==> src/design/iasq_pkg.sv <==
// constants and state layout shared by the interrupt accept sequencer
`default_nettype none
package iasq_pkg;
   // ----------------------------------------------------------------
   // sources and widths
   // ----------------------------------------------------------------
   localparam int NSRC = 12;
   localparam int SRC_W = 4;
   localparam int PC_W = 14;
   localparam int SYS_W = 28;
   localparam int WIN_LSB = 0;
   localparam int WIN_W = 4;
   localparam int ASK_DEPTH = 8;
   localparam int SP_W = 3;
   localparam int ISK_LEVELS = 4;
   localparam int ISP_W = 3;
   // ----------------------------------------------------------------
   // reset values and codes
   // ----------------------------------------------------------------
   localparam logic [SP_W-1:0] SP_RST = 3'h0;
   localparam logic [ISP_W-1:0] ISP_EMPTY = 3'h5;
   localparam logic [ISP_W-1:0] ISP_FULL = 3'h1;
   localparam logic [PC_W-1:0] VEC_TOP = 14'h000c;
   localparam logic [SYS_W-1:0] WIN_MASK = 28'h000000f;
   // ----------------------------------------------------------------
   // timing
   // ----------------------------------------------------------------
   localparam real INSTR_TIME_US = 1.78;
   localparam real CLK_MHZ = 250.0;
   localparam int INSTR_CYC = $rtoi(INSTR_TIME_US * CLK_MHZ + 0.5);
   localparam int CYC_W = 9;
   localparam logic [CYC_W-1:0] CYC_LAST = CYC_W'(INSTR_CYC - 1);
   localparam logic [CYC_W-1:0] CYC_ZERO = 9'h000;
   // ----------------------------------------------------------------
   // whole state of the sequencer
   // ----------------------------------------------------------------
   typedef struct packed {
      logic [CYC_W-1:0] div_cnt;
      logic instr_start;
      logic gate;
      logic ei_pend;
      logic in_irq_cycle;
      logic [NSRC-1:0] req_flag;
      logic [ASK_DEPTH-1:0][PC_W-1:0] return_address_stack;
      logic [SP_W-1:0] sp;
      logic [ISK_LEVELS-1:0][SYS_W-1:0] isk;
      logic [ISP_W-1:0] isp;
      logic [PC_W-1:0] pc_load;
      logic pc_load_valid;
      logic [SYS_W-1:0] sys_out;
      logic sys_restore_valid;
      logic sys_clear;
      logic [SRC_W-1:0] accepted_src;
   } iasq_state_s;
endpackage
`default_nettype wire

==> src/design/iasq_vector_pick.sv <==
// fixed-priority source picker and vector generator
`default_nettype none
module iasq_vector_pick
   import iasq_pkg::*;
(
   // qualified requests, bit 0 highest priority
   input wire logic [NSRC-1:0] pending_i,
   // selection
   output logic any_o,
   output logic [SRC_W-1:0] src_o,
   output logic [PC_W-1:0] vector_o
);
   // ----------------------------------------------------------------
   // lowest set index wins
   // ----------------------------------------------------------------
   always_comb begin
      any_o = |pending_i;
      src_o = '0;
      for (int i = NSRC - 1; i >= 0; i--) begin
         if (pending_i[i]) begin
            src_o = SRC_W'(i);
         end
      end
      vector_o = VEC_TOP - PC_W'(src_o);
   end
endmodule // iasq_vector_pick
`default_nettype wire

==> src/design/iasq_sequencer.sv <==
// interrupt accept sequencer: gate, request flags, stacks and interrupt cycle
// ----------------------------------------------------------------
// Notes on behaviour
// on accept, decrement stack pointer then store pc at the new slot
// on return, load pc from slot at stack pointer, then increment pointer
// one global gate enables or blocks all twelve sources
// enable sets gate after the next instruction starts; disable clears it at once
// gate clears whenever an interrupt is accepted
// all resets clear the gate; clock stop keeps it
// a peripheral request pulse sets its request flag
// accept only when request flag, mask flag and gate are all one
// simultaneous requests are taken in fixed order, chip-enable edge first
// a source with mask flag zero is never accepted
// table-read first cycle or taken skip defers acceptance one instruction
// request set during enable waits until the following instruction completes
// accept clears gate and flag, pushes pc, saves system regs, loads vector
// pushed pc is the next address the core would execute
// acceptance takes exactly one instruction time with no normal instruction
// vectors run from 0x0c for chip-enable down to 0x01 for serial 1
// saving clears system registers except window; four nesting levels kept
// acceptance only at instruction boundaries, one source per interrupt cycle
// unaccepted flags stay set until accepted or cleared by software
// ----------------------------------------------------------------
`default_nettype none
module iasq_sequencer
   import iasq_pkg::*;
(
   // clock and reset
   input wire logic ref_clk_i,
   input wire logic rst_i,
   // other reset sources, synchronous to ref_clk_i
   input wire logic reset_pin_i,
   input wire logic wdt_reset_i,
   input wire logic stack_fault_i,
   input wire logic ce_reset_i,
   // peripheral requests and software flag control
   input wire logic [NSRC-1:0] req_i,
   input wire logic [NSRC-1:0] sw_clear_i,
   input wire logic [NSRC-1:0] mask_enable_i,
   // core instruction status
   input wire logic irq_enable_instr_i,
   input wire logic irq_disable_instr_i,
   input wire logic irq_return_instr_i,
   input wire logic defer_i,
   input wire logic [PC_W-1:0] next_pc_i,
   input wire logic [SYS_W-1:0] sys_regs_i,
   // timing to the core
   output logic instr_start_o,
   output logic irq_cycle_o,
   // status
   output logic global_irq_gate_o,
   output logic [NSRC-1:0] req_flag_o,
   output logic [SP_W-1:0] sp_o,
   output logic [ISP_W-1:0] isp_o,
   output logic [SRC_W-1:0] accepted_src_o,
   // program counter and system register updates
   output logic [PC_W-1:0] pc_load_o,
   output logic pc_load_valid_o,
   output logic [SYS_W-1:0] sys_out_o,
   output logic sys_restore_valid_o,
   output logic sys_clear_o
);
   // ----------------------------------------------------------------
   // state
   // ----------------------------------------------------------------
   iasq_state_s s_reg;
   iasq_state_s s_next;
   logic [NSRC-1:0] pending;
   logic pick_any;
   logic [SRC_W-1:0] pick_src;
   logic [PC_W-1:0] pick_vec;
   logic boundary;
   logic accept;
   logic do_return;
   logic [SP_W-1:0] sp_dec;

   // ----------------------------------------------------------------
   // qualification and priority
   // ----------------------------------------------------------------
   assign pending = s_reg.req_flag & mask_enable_i;

   iasq_vector_pick u_pick (
      .pending_i(pending),
      .any_o(pick_any),
      .src_o(pick_src),
      .vector_o(pick_vec)
   );

   assign boundary = (s_reg.div_cnt == CYC_LAST);
   // gate, flag and mask are all sampled at the boundary; deferral holds it off
   assign accept = boundary && !s_reg.in_irq_cycle && s_reg.gate && pick_any
                   && !defer_i;
   // a return pulse in the boundary cycle is not taken
   assign do_return = irq_return_instr_i && !boundary;
   assign sp_dec = s_reg.sp - SP_W'(1);

   // ----------------------------------------------------------------
   // next state
   // ----------------------------------------------------------------
   always_comb begin
      s_next = s_reg;
      s_next.pc_load_valid = 1'b0;
      s_next.sys_restore_valid = 1'b0;
      s_next.sys_clear = 1'b0;
      s_next.instr_start = boundary;

      // instruction time divider
      if (boundary) begin
         s_next.div_cnt = CYC_ZERO;
      end else begin
         s_next.div_cnt = s_reg.div_cnt + CYC_W'(1);
      end

      // interrupt cycle spans exactly one instruction time
      if (boundary) begin
         s_next.in_irq_cycle = accept;
      end

      // enable arms the gate for the next instruction; disable acts now
      if (irq_enable_instr_i) begin
         s_next.ei_pend = 1'b1;
      end
      if (boundary && s_reg.ei_pend) begin
         s_next.gate = 1'b1;
         s_next.ei_pend = 1'b0;
      end
      if (irq_disable_instr_i) begin
         s_next.gate = 1'b0;
         s_next.ei_pend = 1'b0;
      end

      // request flags hold until accepted or cleared; a new request wins
      s_next.req_flag = s_reg.req_flag & ~sw_clear_i;
      if (accept) begin
         s_next.req_flag[pick_src] = 1'b0;
      end
      s_next.req_flag = s_next.req_flag | req_i;

      // return: pop pc and system registers
      if (do_return) begin
         s_next.pc_load = s_reg.return_address_stack[s_reg.sp];
         s_next.pc_load_valid = 1'b1;
         s_next.sp = s_reg.sp + SP_W'(1);
         s_next.sys_out = s_reg.isk[0];
         s_next.sys_restore_valid = 1'b1;
         for (int i = 0; i < ISK_LEVELS - 1; i++) begin
            s_next.isk[i] = s_reg.isk[i+1];
         end
         s_next.isk[ISK_LEVELS-1] = '0;
         if (s_reg.isp != ISP_EMPTY) begin
            s_next.isp = s_reg.isp + ISP_W'(1);
         end
      end

      // accept: one source, gate off, push, save, vector
      if (accept) begin
         s_next.gate = 1'b0;
         s_next.ei_pend = 1'b0;
         s_next.accepted_src = pick_src;
         s_next.sp = sp_dec;
         s_next.return_address_stack[sp_dec] = next_pc_i;
         // oldest level falls off when a fifth level is pushed
         for (int i = ISK_LEVELS - 1; i > 0; i--) begin
            s_next.isk[i] = s_reg.isk[i-1];
         end
         s_next.isk[0] = sys_regs_i;
         if (s_reg.isp != ISP_FULL) begin
            s_next.isp = s_reg.isp - ISP_W'(1);
         end
         s_next.sys_out = sys_regs_i & WIN_MASK;
         s_next.sys_clear = 1'b1;
         s_next.pc_load = pick_vec;
         s_next.pc_load_valid = 1'b1;
      end

      // every other reset source clears the gate
      if (reset_pin_i || wdt_reset_i || stack_fault_i || ce_reset_i) begin
         s_next.gate = 1'b0;
         s_next.ei_pend = 1'b0;
      end
   end

   // ----------------------------------------------------------------
   // registers
   // ----------------------------------------------------------------
   always_ff @(posedge ref_clk_i or posedge rst_i) begin
      if (rst_i) begin
         s_reg <= '0;
         s_reg.gate <= 1'b0;
         s_reg.sp <= SP_RST;
         s_reg.isp <= ISP_EMPTY;
         s_reg.div_cnt <= CYC_ZERO;
      end else begin
         s_reg <= s_next;
      end
   end

   // ----------------------------------------------------------------
   // outputs
   // ----------------------------------------------------------------
   assign instr_start_o = s_reg.instr_start;
   assign irq_cycle_o = s_reg.in_irq_cycle;
   assign global_irq_gate_o = s_reg.gate;
   assign req_flag_o = s_reg.req_flag;
   assign sp_o = s_reg.sp;
   assign isp_o = s_reg.isp;
   assign accepted_src_o = s_reg.accepted_src;
   assign pc_load_o = s_reg.pc_load;
   assign pc_load_valid_o = s_reg.pc_load_valid;
   assign sys_out_o = s_reg.sys_out;
   assign sys_restore_valid_o = s_reg.sys_restore_valid;
   assign sys_clear_o = s_reg.sys_clear;
endmodule // iasq_sequencer
`default_nettype wire

==> config.mk <==
export PLATFORM = sky130hd
export DESIGN_NAME = iasq_sequencer
export DESIGN_NICKNAME = d
export VERILOG_FILES = /design/src/design/iasq_pkg.sv /design/src/design/iasq_vector_pick.sv /design/src/design/iasq_sequencer.sv
export SDC_FILE = /design/constraint.sdc
export NUM_CORES = 1
export LEC_CHECK = 0
export BUFFER_PORTS_ARGS = -buffer_cell sky130_fd_sc_hd__buf_2
export CAP_MARGIN = 20
export CORE_ASPECT_RATIO = 1.1
export CORE_UTILIZATION = 40
export CTS_CLUSTER_SIZE = 30
export DETAILED_ROUTE_END_ITERATION = 8
export GPL_TIMING_DRIVEN = 0
export PLACE_DENSITY = 0.58
export SYNTH_ARGS = -nofsm -noshare
export SYNTH_HDL_FRONTEND = slang
export SYNTH_SLANG_ARGS = --single-unit
export TNS_END_PERCENT = 10
==> constraint.sdc <==
create_clock -name ref_clk_i -period 21.6 [get_ports ref_clk_i]
set_input_delay 4.32 -clock ref_clk_i [delete_from_list [all_inputs] [get_ports ref_clk_i]]
set_output_delay 4.32 -clock ref_clk_i [all_outputs]
set_load 0.005 [all_outputs]
# Word level (Yosys, flattened, before mapping)
# Cells that the tools add are included.
[totals]
output_inout_bits = 70
word_cells = 95
register_bits = 304
[classes]
n_eq_ne = 3
n_lt_le_gt_ge = 5
n_mux = 31
n_reduce_logical = 18
bitwise = 6
add_sub_neg = 6
[op_table]
columns = ["cell", "n"]
rows = [
  ["162-bit 2-to-1 mux", 1],
  ["161-bit 2-to-1 mux", 1],
  ["112-bit bitwise mux", 1],
  ["4-bit 2-to-1 mux", 12],
  ["14-bit binary-select mux with 3-bit select", 1],
  ["14-bit demux with 3-bit select", 1],
  ["12-bit bitwise AND", 3],
  ["14-bit 2-to-1 mux", 2],
  ["12-bit inverter", 2],
  ["12-bit 2-to-1 mux", 1],
  ["12-bit bitwise OR", 1],
  ["12-bit OR reduction", 1],
  ["9-bit by 1-bit adder with 9-bit output, second input constant", 1],
  ["9-bit equality test, second input constant", 1],
  ["9-bit 2-to-1 mux", 1],
  ["1-bit logical AND", 8],
  ["3-bit by 4-bit less-than comparator with 1-bit output, second input constant", 2],
  ["2-bit 2-to-1 mux", 4],
  ["3-bit by 1-bit adder with 3-bit output, second input constant", 2],
  ["3-bit 2-to-1 mux", 2],
  ["3-bit by 1-bit subtractor with 3-bit output, second input constant", 2],
  ["4-bit by 5-bit less-than comparator with 1-bit output, second input constant", 1],
  ["5-bit 2-to-1 mux", 1],
  ["5-bit nonzero test", 1],
  ["other kinds (11)", 16],
]

# Depth between registers and ports, before layout
# Gate-level depths: netlist of run 1.
[depth]
depth_word = 21
mapped_depth = 12

# Modules after synthesis
# Synthesis of run 1 repeated with hierarchy kept, for this count alone.
[hier_totals]
cells_unflattened = 1133
area_unflattened_um2 = 13917.1
[by_module_without_submodules]
columns = ["mod", "cells_each", "n_inst", "area_per_inst_um2", "seq_area_each_um2"]
rows = [
  ["iasq_sequencer", 1093, 1, 13618.1, 7609.8],
  ["iasq_vector_pick", 40, 1, 299.0, 0.0],
]

# Least setup slack after synthesis of run 1
# Ideal clock, no wire load.
[synth_path]
kind = "input port to flip-flop"
start = "input defer_i"
end = "register s_reg[251] in the netlist's numbering"
n_path_buf = 3
cell_stages = 8
t_arrival_ps = 6022
slack_ps = 15453
cell_sequence = "nor3b_4 nand4_4 a21o_1 buf_6 or4_1 buf_6 buf_12 mux2_4"
[synth_via]
elab_chain_cells = 2
[synth_rtl]
columns = ["element", "line_no", "source"]
rows = [
  ["from (decl)", "iasq_sequencer.sv:44", "input wire logic defer_i,"],
  ["1-bit zero test", "iasq_sequencer.sv:92", "&& !defer_i;"],
  ["1-bit logical AND", "iasq_sequencer.sv:92", ""],
  ["to (signal assigned)", "iasq_sequencer.sv:194", "s_reg <= s_next;"],
  ["to (decl)", "iasq_sequencer.sv:66", "iasq_state_s s_reg;"],
]
# Every way passes these cells.
# A chain may end at the register's enable or synchronous reset.

# Final worst setup path of run 1
[layout_path]
start = "input mask_enable_i[0]"
end = "register s_reg (netlist bit pc_load_o[5])"
[layout_via]
elab_chain_cells = 5
[layout_rtl]
columns = ["element", "line_no", "source"]
rows = [
  ["from (decl)", "iasq_sequencer.sv:39", "input wire logic [NSRC-1:0] mask_enable_i,"],
  ["12-bit bitwise AND (*)", "iasq_sequencer.sv:80", "assign pending = s_reg.req_flag & mask_enable_i;"],
  ["parallel branches: the longest is 4 deep, another holds 4-bit by 4-bit subtractor with 5-bit output", "--", ""],
]
# Mark *: on every way between the ends.

==> run summary, run 1 <==
run status: complete, no violations
Critical Path AT: 7.19 ns
Avg Cell Area, Syn: 13.5 µm²
Setup crit end kind: flip-flop
Power Dens Cells: 84.9 nW/µm²
total CTS buffers: 35
Nets: 1312
IO Pins: 158
hold path depth: 1
Clock Power Share: 0.444
Final Hold Fails: 0
CP max FO: 10
Max-Cap Viols: 0
initial antenna violation count: 2
Post-Synthesis Cell Area: 13800 µm²
port buffer count: 157
First DRT Iteration DRCs: 412
Final Slew Violations: 0
Post-synth ARST share: 1.00
Crit-path slowest cell: nor4_1
clk root buf: clkbuf_16
Worst Setup Start Kind: primary input
htree depth: 2
Via density: 5.36
Initial Util: 0.410
CTS tree: yes
Max stage delay on crit path: 0.55 ns
number of synthesized flops with an enable pin: 0
GPL Wtd Cong: 0.795
peak supply drop: 0.0563 mV
max reg flops: 234
crit share post-route: 0.314
sequential fraction of design power: 0.425
Main synth FF type: dfrtp_1
layout cells sized above 1: 0.380
CP Data Required Time: 22.02 ns
area delta synth->final: 18.8%
Post-route DRC: 0
CTS max path bufs: 3
first-pass GRT wire length: 53.7 mm
clk sinks: 304
number of global-route vias before repair: 9544
worst skew pair latency: 0.52 ns
total negative slack: 0 ns
Gate power share: 0.132
crit-path most repeated cell: buf_2
WP buf/inv: 6
Total Wirelength: 33.2 mm
post-DP HPWL: 22.6 mm
Worst-path clk slew: 0.05 ns
Die W: 179 µm
Min-Delay Path Class: flip-flop to flip-flop
RSZ-0062 raised after global routing: false
GRT Total Usage: 0.198
antenna-violating nets left: 0
Max Clk Rate: 148 MHz
post_cts resized: 0
CTS Hold Bufs: 0
final-report setup violation count: 0
drt pass-1 iters: 5
internal power: 1.04 mW
Worst slew margin: 0.363
core area: 33500 µm²
commonest cells after routing, fill and taps aside: dfrtp_1 (302), buf_2 (184), a22o_1 (137)
kind of cell adding the most delay to the critical path: buffers and inverters
post-synthesis sequential area ratio: 0.553
Worst Skew: 0.0262 ns
commonest non-fill, non-tap cell in the layout: dfrtp_1
maximum number of pins on one net before global-route repair: 128
Yosys cell types: 57
crit-path cells: buf_2, a22o_1, nor4_1, a21o_1, buf_6, inv_2, o22ai_1, buf_2, buf_2, buf_2, o2bb2ai_1
total congestion overflow: 0
postcts setup bufs: 0
total number of vias: 8948
cells after synthesis: 1017
die area: 35200 µm²
Ys Warns: 0
die height: 197 µm
Switching Share: 0.254
Pleak: 8.91 nW
fin crit period: 6.77 ns
routed len/inst: 19.9 µm
Seq cells post-synth: 304
Worst-Margin Slew: 0.956 ns
Mapped Nets: 1116
# rows: 70
crit path kind: primary input to flip-flop
Worst path depth: 11
hold slack final: 0.481 ns
Worst R2R Path Depth: 9
NetSw: 0.353 mW
[path summary, 6_finish.rpt]
path,startpoint,to,slack (ns)
worst max-delay path,mask_enable_i[0],pc_load_o[5],14.83
worst min-delay path,s_reg[295],s_reg[295],0.48
worst max register to register,sp_o[1],s_reg[195],17.81
worst min register to register,s_reg[295],s_reg[295],0.48
max in group asynchronous,rst_i,s_reg[190],16.25
min in group asynchronous,rst_i,req_flag_o[3],3.85
[stage by stage]
step	area (µm²)	power, mW	worst slack (ns)	util	cells
4_1_cts	16300	1.41	14.77	0.487	1669
3_3_place_gp	15100	0.782	5.15	0.450	1606
6_report	16300	1.39	14.83	0.487	1670
2_1_floorplan	13800	0.717	8.88	-	1017
3_5_place_dp	15200	0.785	14.25	0.452	1608
5_1_grt	16300	1.45	14.63	0.487	1669
[synthesized netlist by cell type, types with 4 or more instances]
cell,number,share of area
mux4_2,28,0.046
clkbuf_1,33,0.0090
o2bb2ai_1,12,0.0076
nand4_1,5,0.0023
nor2_1,15,0.0041
ha_1,11,0.010
mux2_4,30,0.033
dfrtp_1,302,0.55
nand3_1,5,0.0018
o21ai_0,13,0.0047
xnor2_1,5,0.0032
mux2_2,82,0.067
xor2_1,4,0.0025
and2_1,5,0.0023
a31o_2,12,0.0076
o211ai_1,5,0.0027
inv_1,23,0.0063
a221o_1,11,0.0080
nand2_1,33,0.0090
a21oi_1,7,0.0025
a22o_1,137,0.087
buf_4,64,0.035
mux2i_1,12,0.0087
a21o_1,82,0.045
buf_2,27,0.0098
buf_6,5,0.0041
[cell families after synthesis]
family,synth area share
flip-flops,0.553
AO/OA/AOI/OAI,0.175
buffers and inverters,0.0684
multiplexers,0.154
AND/OR/NAND/NOR,0.0334
adder cells (fa/ha/maj),0.0100
XOR/XNOR,0.00573
[power by group through the flow]
stage / clock network, mW / logic, mW / registers (mW)
final: 0.616 / 0.183 / 0.589
after global routing: 0.659 / 0.203 / 0.590
after CTS: 0.633 / 0.186 / 0.589
after detailed placement: 0 / 0.186 / 0.599
after global placement: 0 / 0.183 / 0.599
after floorplan: 0 / 0.122 / 0.596
[worst register-to-register path, stage by stage (launching register included)]
cell and delay [ns]:
dfrtp_1 0.45, clkbuf_1 0.30, inv_1 0.21, buf_1 0.74, ha_1 0.43, xor2_1 0.35, or4_1 0.16, clkbuf_1 0.28
buf_2 0.37, mux2_2 0.37
[layout make-up]
| class | count | area, µm² |
|---|---|---|
| Inverter | 26 | 105 |
| Multi-Input combinational cell | 554 | 5220 |
| Clock inverter | 12 | 221 |
| Antenna cell | 1 | 2.50 |
| Clock buffer | 49 | 968 |
| Timing Repair Buffer | 159 | 841 |
| Buffer | 133 | 843 |
| Tap cell | 432 | 541 |
| Fill cell | 3036 | 17200 |
| Sequential cell | 304 | 7610 |
[metal layers]
layer / vias up / part of all wire / track usage
li1: 4136 / - / -
met1: 4612 / 0.45 / 0.265
met2: 155 / 0.49 / 0.326
met3: 43 / 0.041 / 0.0417
met4: 2 / 0.020 / 0.0518
met5: - / 0.00030 / 0
No activity file was read; power rests on OpenSTA's default activity.
==> run 2: changes to the inputs <==
--- a/config.mk
+++ b/config.mk
@@ -5,6 +5,7 @@
 export SDC_FILE = /design/constraint.sdc
 export NUM_CORES = 1
 export LEC_CHECK = 0
+export ABC_AREA = 1
 export BUFFER_PORTS_ARGS = -buffer_cell sky130_fd_sc_hd__buf_2
 export CAP_MARGIN = 20
 export CORE_ASPECT_RATIO = 1.1
==> constraint.sdc (replaced) <==
create_clock -name ref_clk_i -period 6.89 [get_ports ref_clk_i]
set_input_delay 1.378 -clock ref_clk_i [delete_from_list [all_inputs] [get_ports ref_clk_i]]
set_output_delay 1.378 -clock ref_clk_i [all_outputs]
set_load 0.005 [all_outputs]
==> run summary, run 2 <==
Max-Cap Viols: 0 (unchanged)
core area: 34100 µm² (+1.7%)
drt pass-1 iters: 9 (+4)
Synth area leader: dfrtp_1
die area: 35300 µm² (+0.33%)
commonest non-fill, non-tap cell in the layout: nand2_1
mux contribution to synthesized area: 0 (-0.154)
Power Dens Cells: 288 nW/µm² (+240%)
htree depth: 2 (unchanged)
Via density: 5.10 (-4.8%)
Worst R2R Setup Slack: 3.78 ns (-14.03 ns)
Worst-path clk slew: 0.06 ns (about the same)
fin crit period: 3.11 ns
clk sinks: 304 (unchanged)
clk root buf: clkbuf_16
post-layout util: 0.481 (-0.00661)
postcts setup bufs: 0 (unchanged)
max reg flops: 234 (unchanged)
CTS tree: yes
Gate power share: 0.208 (+0.076)
Setup crit end kind: flip-flop
Ys Warns: 0 (unchanged)
peak supply drop: 0.219 mV (+290%)
IO Pins: 158 (unchanged)
initial antenna violation count: 0 (-2)
internal power: 3.31 mW (+220%)
NetSw: 1.41 mW (+300%)
commonest cells after routing, fill and taps aside: nand2_1 (493), dfrtp_1 (302), buf_2 (189)
total CTS buffers: 36 (+2.9%)
hold slack final: 0.475 ns (-0.00593 ns)
Worst R2R Path Depth: 13 (+4)
port buffer count: 148 (-5.7%)
Post-Synthesis Cell Area: 13800 µm² (+0.33%)
run status: finished, violations left
Max Clk Rate: 321 MHz
CP Data Required Time: 7.29 ns (-14.73 ns)
Worst Setup EP: s_reg[199]
# rows: 71 (+1.4%)
xor and xnor area share after synthesis: 0.00381 (-0.00192)
CTS max path bufs: 3 (unchanged)
largest family of logic cells by synthesized area: simple AND/OR/NAND/NOR gates
post_cts resized: 0 (unchanged)
routed len/inst: 17.4 µm (-12%)
CTS Hold Bufs: 0 (unchanged)
maximum number of pins on one net before global-route repair: 43 (-66%)
DP Area: 15300 µm² (+0.72%)
Pleak: 8.15 nW (-8.6%)
number of global-route vias before repair: 10975 (+15%)
violated checks: design-rule violations
antenna-violating nets left: 0 (unchanged)
Post-Synth Simple-Gate Area: 0.173 (+0.140)
First DRT Iteration DRCs: 739 (+79%)
Main synth FF type: dfrtp_1
top post-synthesis cells by area: dfrtp_1 (55%), nand2_1 (13%), o221ai_1 (6.1%)
dpl cells: 2139 (+33%)
Worst Skew: 0.0141 ns (-0.0121 ns)
FF-to-FF End: s_reg[199]
layout cells sized above 1: 0.203 (-0.177)
Antenna Cells: 0 (-1)
Pwr Total: 4.72 mW (+240%)
design area: 16400 µm² (+0.31%)
Critical Path AT: 3.51 ns (-3.68 ns)
sequential fraction of design power: 0.405 (-0.020)
Post-synth top cells: nand2_1 (493), dfrtp_1 (302), inv_1 (148)
first-pass GRT wire length: 60.9 mm (+13%)
final-report setup violation count: 0 (unchanged)
Reg-to-Reg Start: sp_o[1]
GRT Total Usage: 0.223 (+0.0248)
Yosys cell types: 41 (-28%)
Avg Cell Area, Syn: 8.94 µm² (-34%)
non-filler instance count after layout: 2203 (+32%)
post-DP HPWL: 26.8 mm (+19%)
Place WS: 3.55 ns (-10.70 ns)
Final Slew Violations: 0 (unchanged)
Worst slew margin: 0.515 (+0.152)
Post-route DRC: 17 (+17)
crit path kind: flip-flop to flip-flop
Nets: 1838 (+40%)
count leader, synth: nand2_1
total congestion overflow: 0 (unchanged)
die height: 197 µm (+0.16%)
Die W: 179 µm (+0.16%)
Min-Delay Path Class: flip-flop to flip-flop
post-synthesis sequential area ratio: 0.551 (-0.00180)
Final Hold Fails: 0 (unchanged)
CP max FO: 10 (unchanged)
Switching Share: 0.299 (+0.0450)
Initial Util: 0.405 (-0.00551)
crit share post-route: 0.452
cells after synthesis: 1545 (+52%)
total number of vias: 11235 (+26%)
GPL Wtd Cong: 0.845 (+6.3%)
Setup WS post-layout: 3.78 ns (-11.05 ns)
RSZ-0062 raised after global routing: false
worst skew pair latency: 0.52 ns (about the same)
Worst Setup Start Kind: flip-flop
Post-synth ARST share: 1.00 (unchanged)
post-synth top area share: 0.547 (-0.00179)
area delta synth->final: 18.7% (about the same)
number of synthesized flops with an enable pin: 0 (unchanged)
Seq cells post-synth: 304 (unchanged)
Worst-Margin Slew: 0.727 ns (-0.228 ns)
Synth Area in Compound Gates: 0.148 (-0.0278)
total negative slack: 0 ns (unchanged)
crit path from: sp_o[1]
Mapped Nets: 1644 (+47%)
Post-Synth Adder-Cell Area: 0.00997 (-0.0000326)
Clock Power Share: 0.386 (-0.058)
Total Wirelength: 38.4 mm (+16%)
[run 2: power by group through the flow]
stage / logic (mW) / clock network [mW] / registers, mW
after floorplan: 0.635 / 0 / 1.92
after global placement: 0.968 / 0 / 1.94
after detailed placement: 0.987 / 0 / 1.94
after CTS: 0.988 / 1.86 / 1.91
after global routing: 1.09 / 1.94 / 1.92
final: 0.983 / 1.82 / 1.91
[run 2: cells by family after synthesis]
| logic type | count (synthesis) |
|---|---|
| simple gates | 606 |
| fa+ha+maj | 11 |
| compound gates | 304 |
| xor+xnor | 6 |
| buf+inv | 314 |
| flops | 304 |
[run 2: area by class of cell]
| cell class | instances | area, µm² |
|---|---|---|
| Fill cell | 3301 | 17700 |
| Sequential cell | 304 | 7610 |
| Multi-Input combinational cell | 927 | 4620 |
| Clock buffer | 59 | 1100 |
| Buffer | 153 | 967 |
| Timing Repair Buffer | 156 | 901 |
| Inverter | 161 | 618 |
| Tap cell | 438 | 548 |
| Clock inverter | 5 | 36.3 |
[run 2: routing by layer]
layer	global-route usage	routed length, µm	up-vias
li1	-	-	5392
met1	0.295	16600	5482
met2	0.379	18900	295
met3	0.0284	1820	66
met4	0.0688	1010	0
met5	0	0	-
[run 2: how the worst min path moves through the flow]
stage                           from    endpoint  cells after the start
final                     s_reg[251]  s_reg[251]                      2
after global routing      s_reg[176]  s_reg[176]                      2
after CTS                 s_reg[227]  s_reg[227]                      2
after detailed placement  s_reg[228]  s_reg[228]                      2
after global placement    s_reg[229]  s_reg[229]                      2
after floorplan           s_reg[167]  s_reg[167]                      2
[run 2: worst max-delay path: stages, from the launching register on]
cell and delay, ns:
dfrtp_1 0.47, inv_1 0.10, clkbuf_1 0.50, clkbuf_1 0.59, ha_1 0.28, or2_2 0.10
nand2_1 0.09, inv_1 0.09, nor2_1 0.05, nand2_1 0.09, buf_2 0.26, clkinv_2 0.23
nand2_1 0.10, nand2_1 0.05
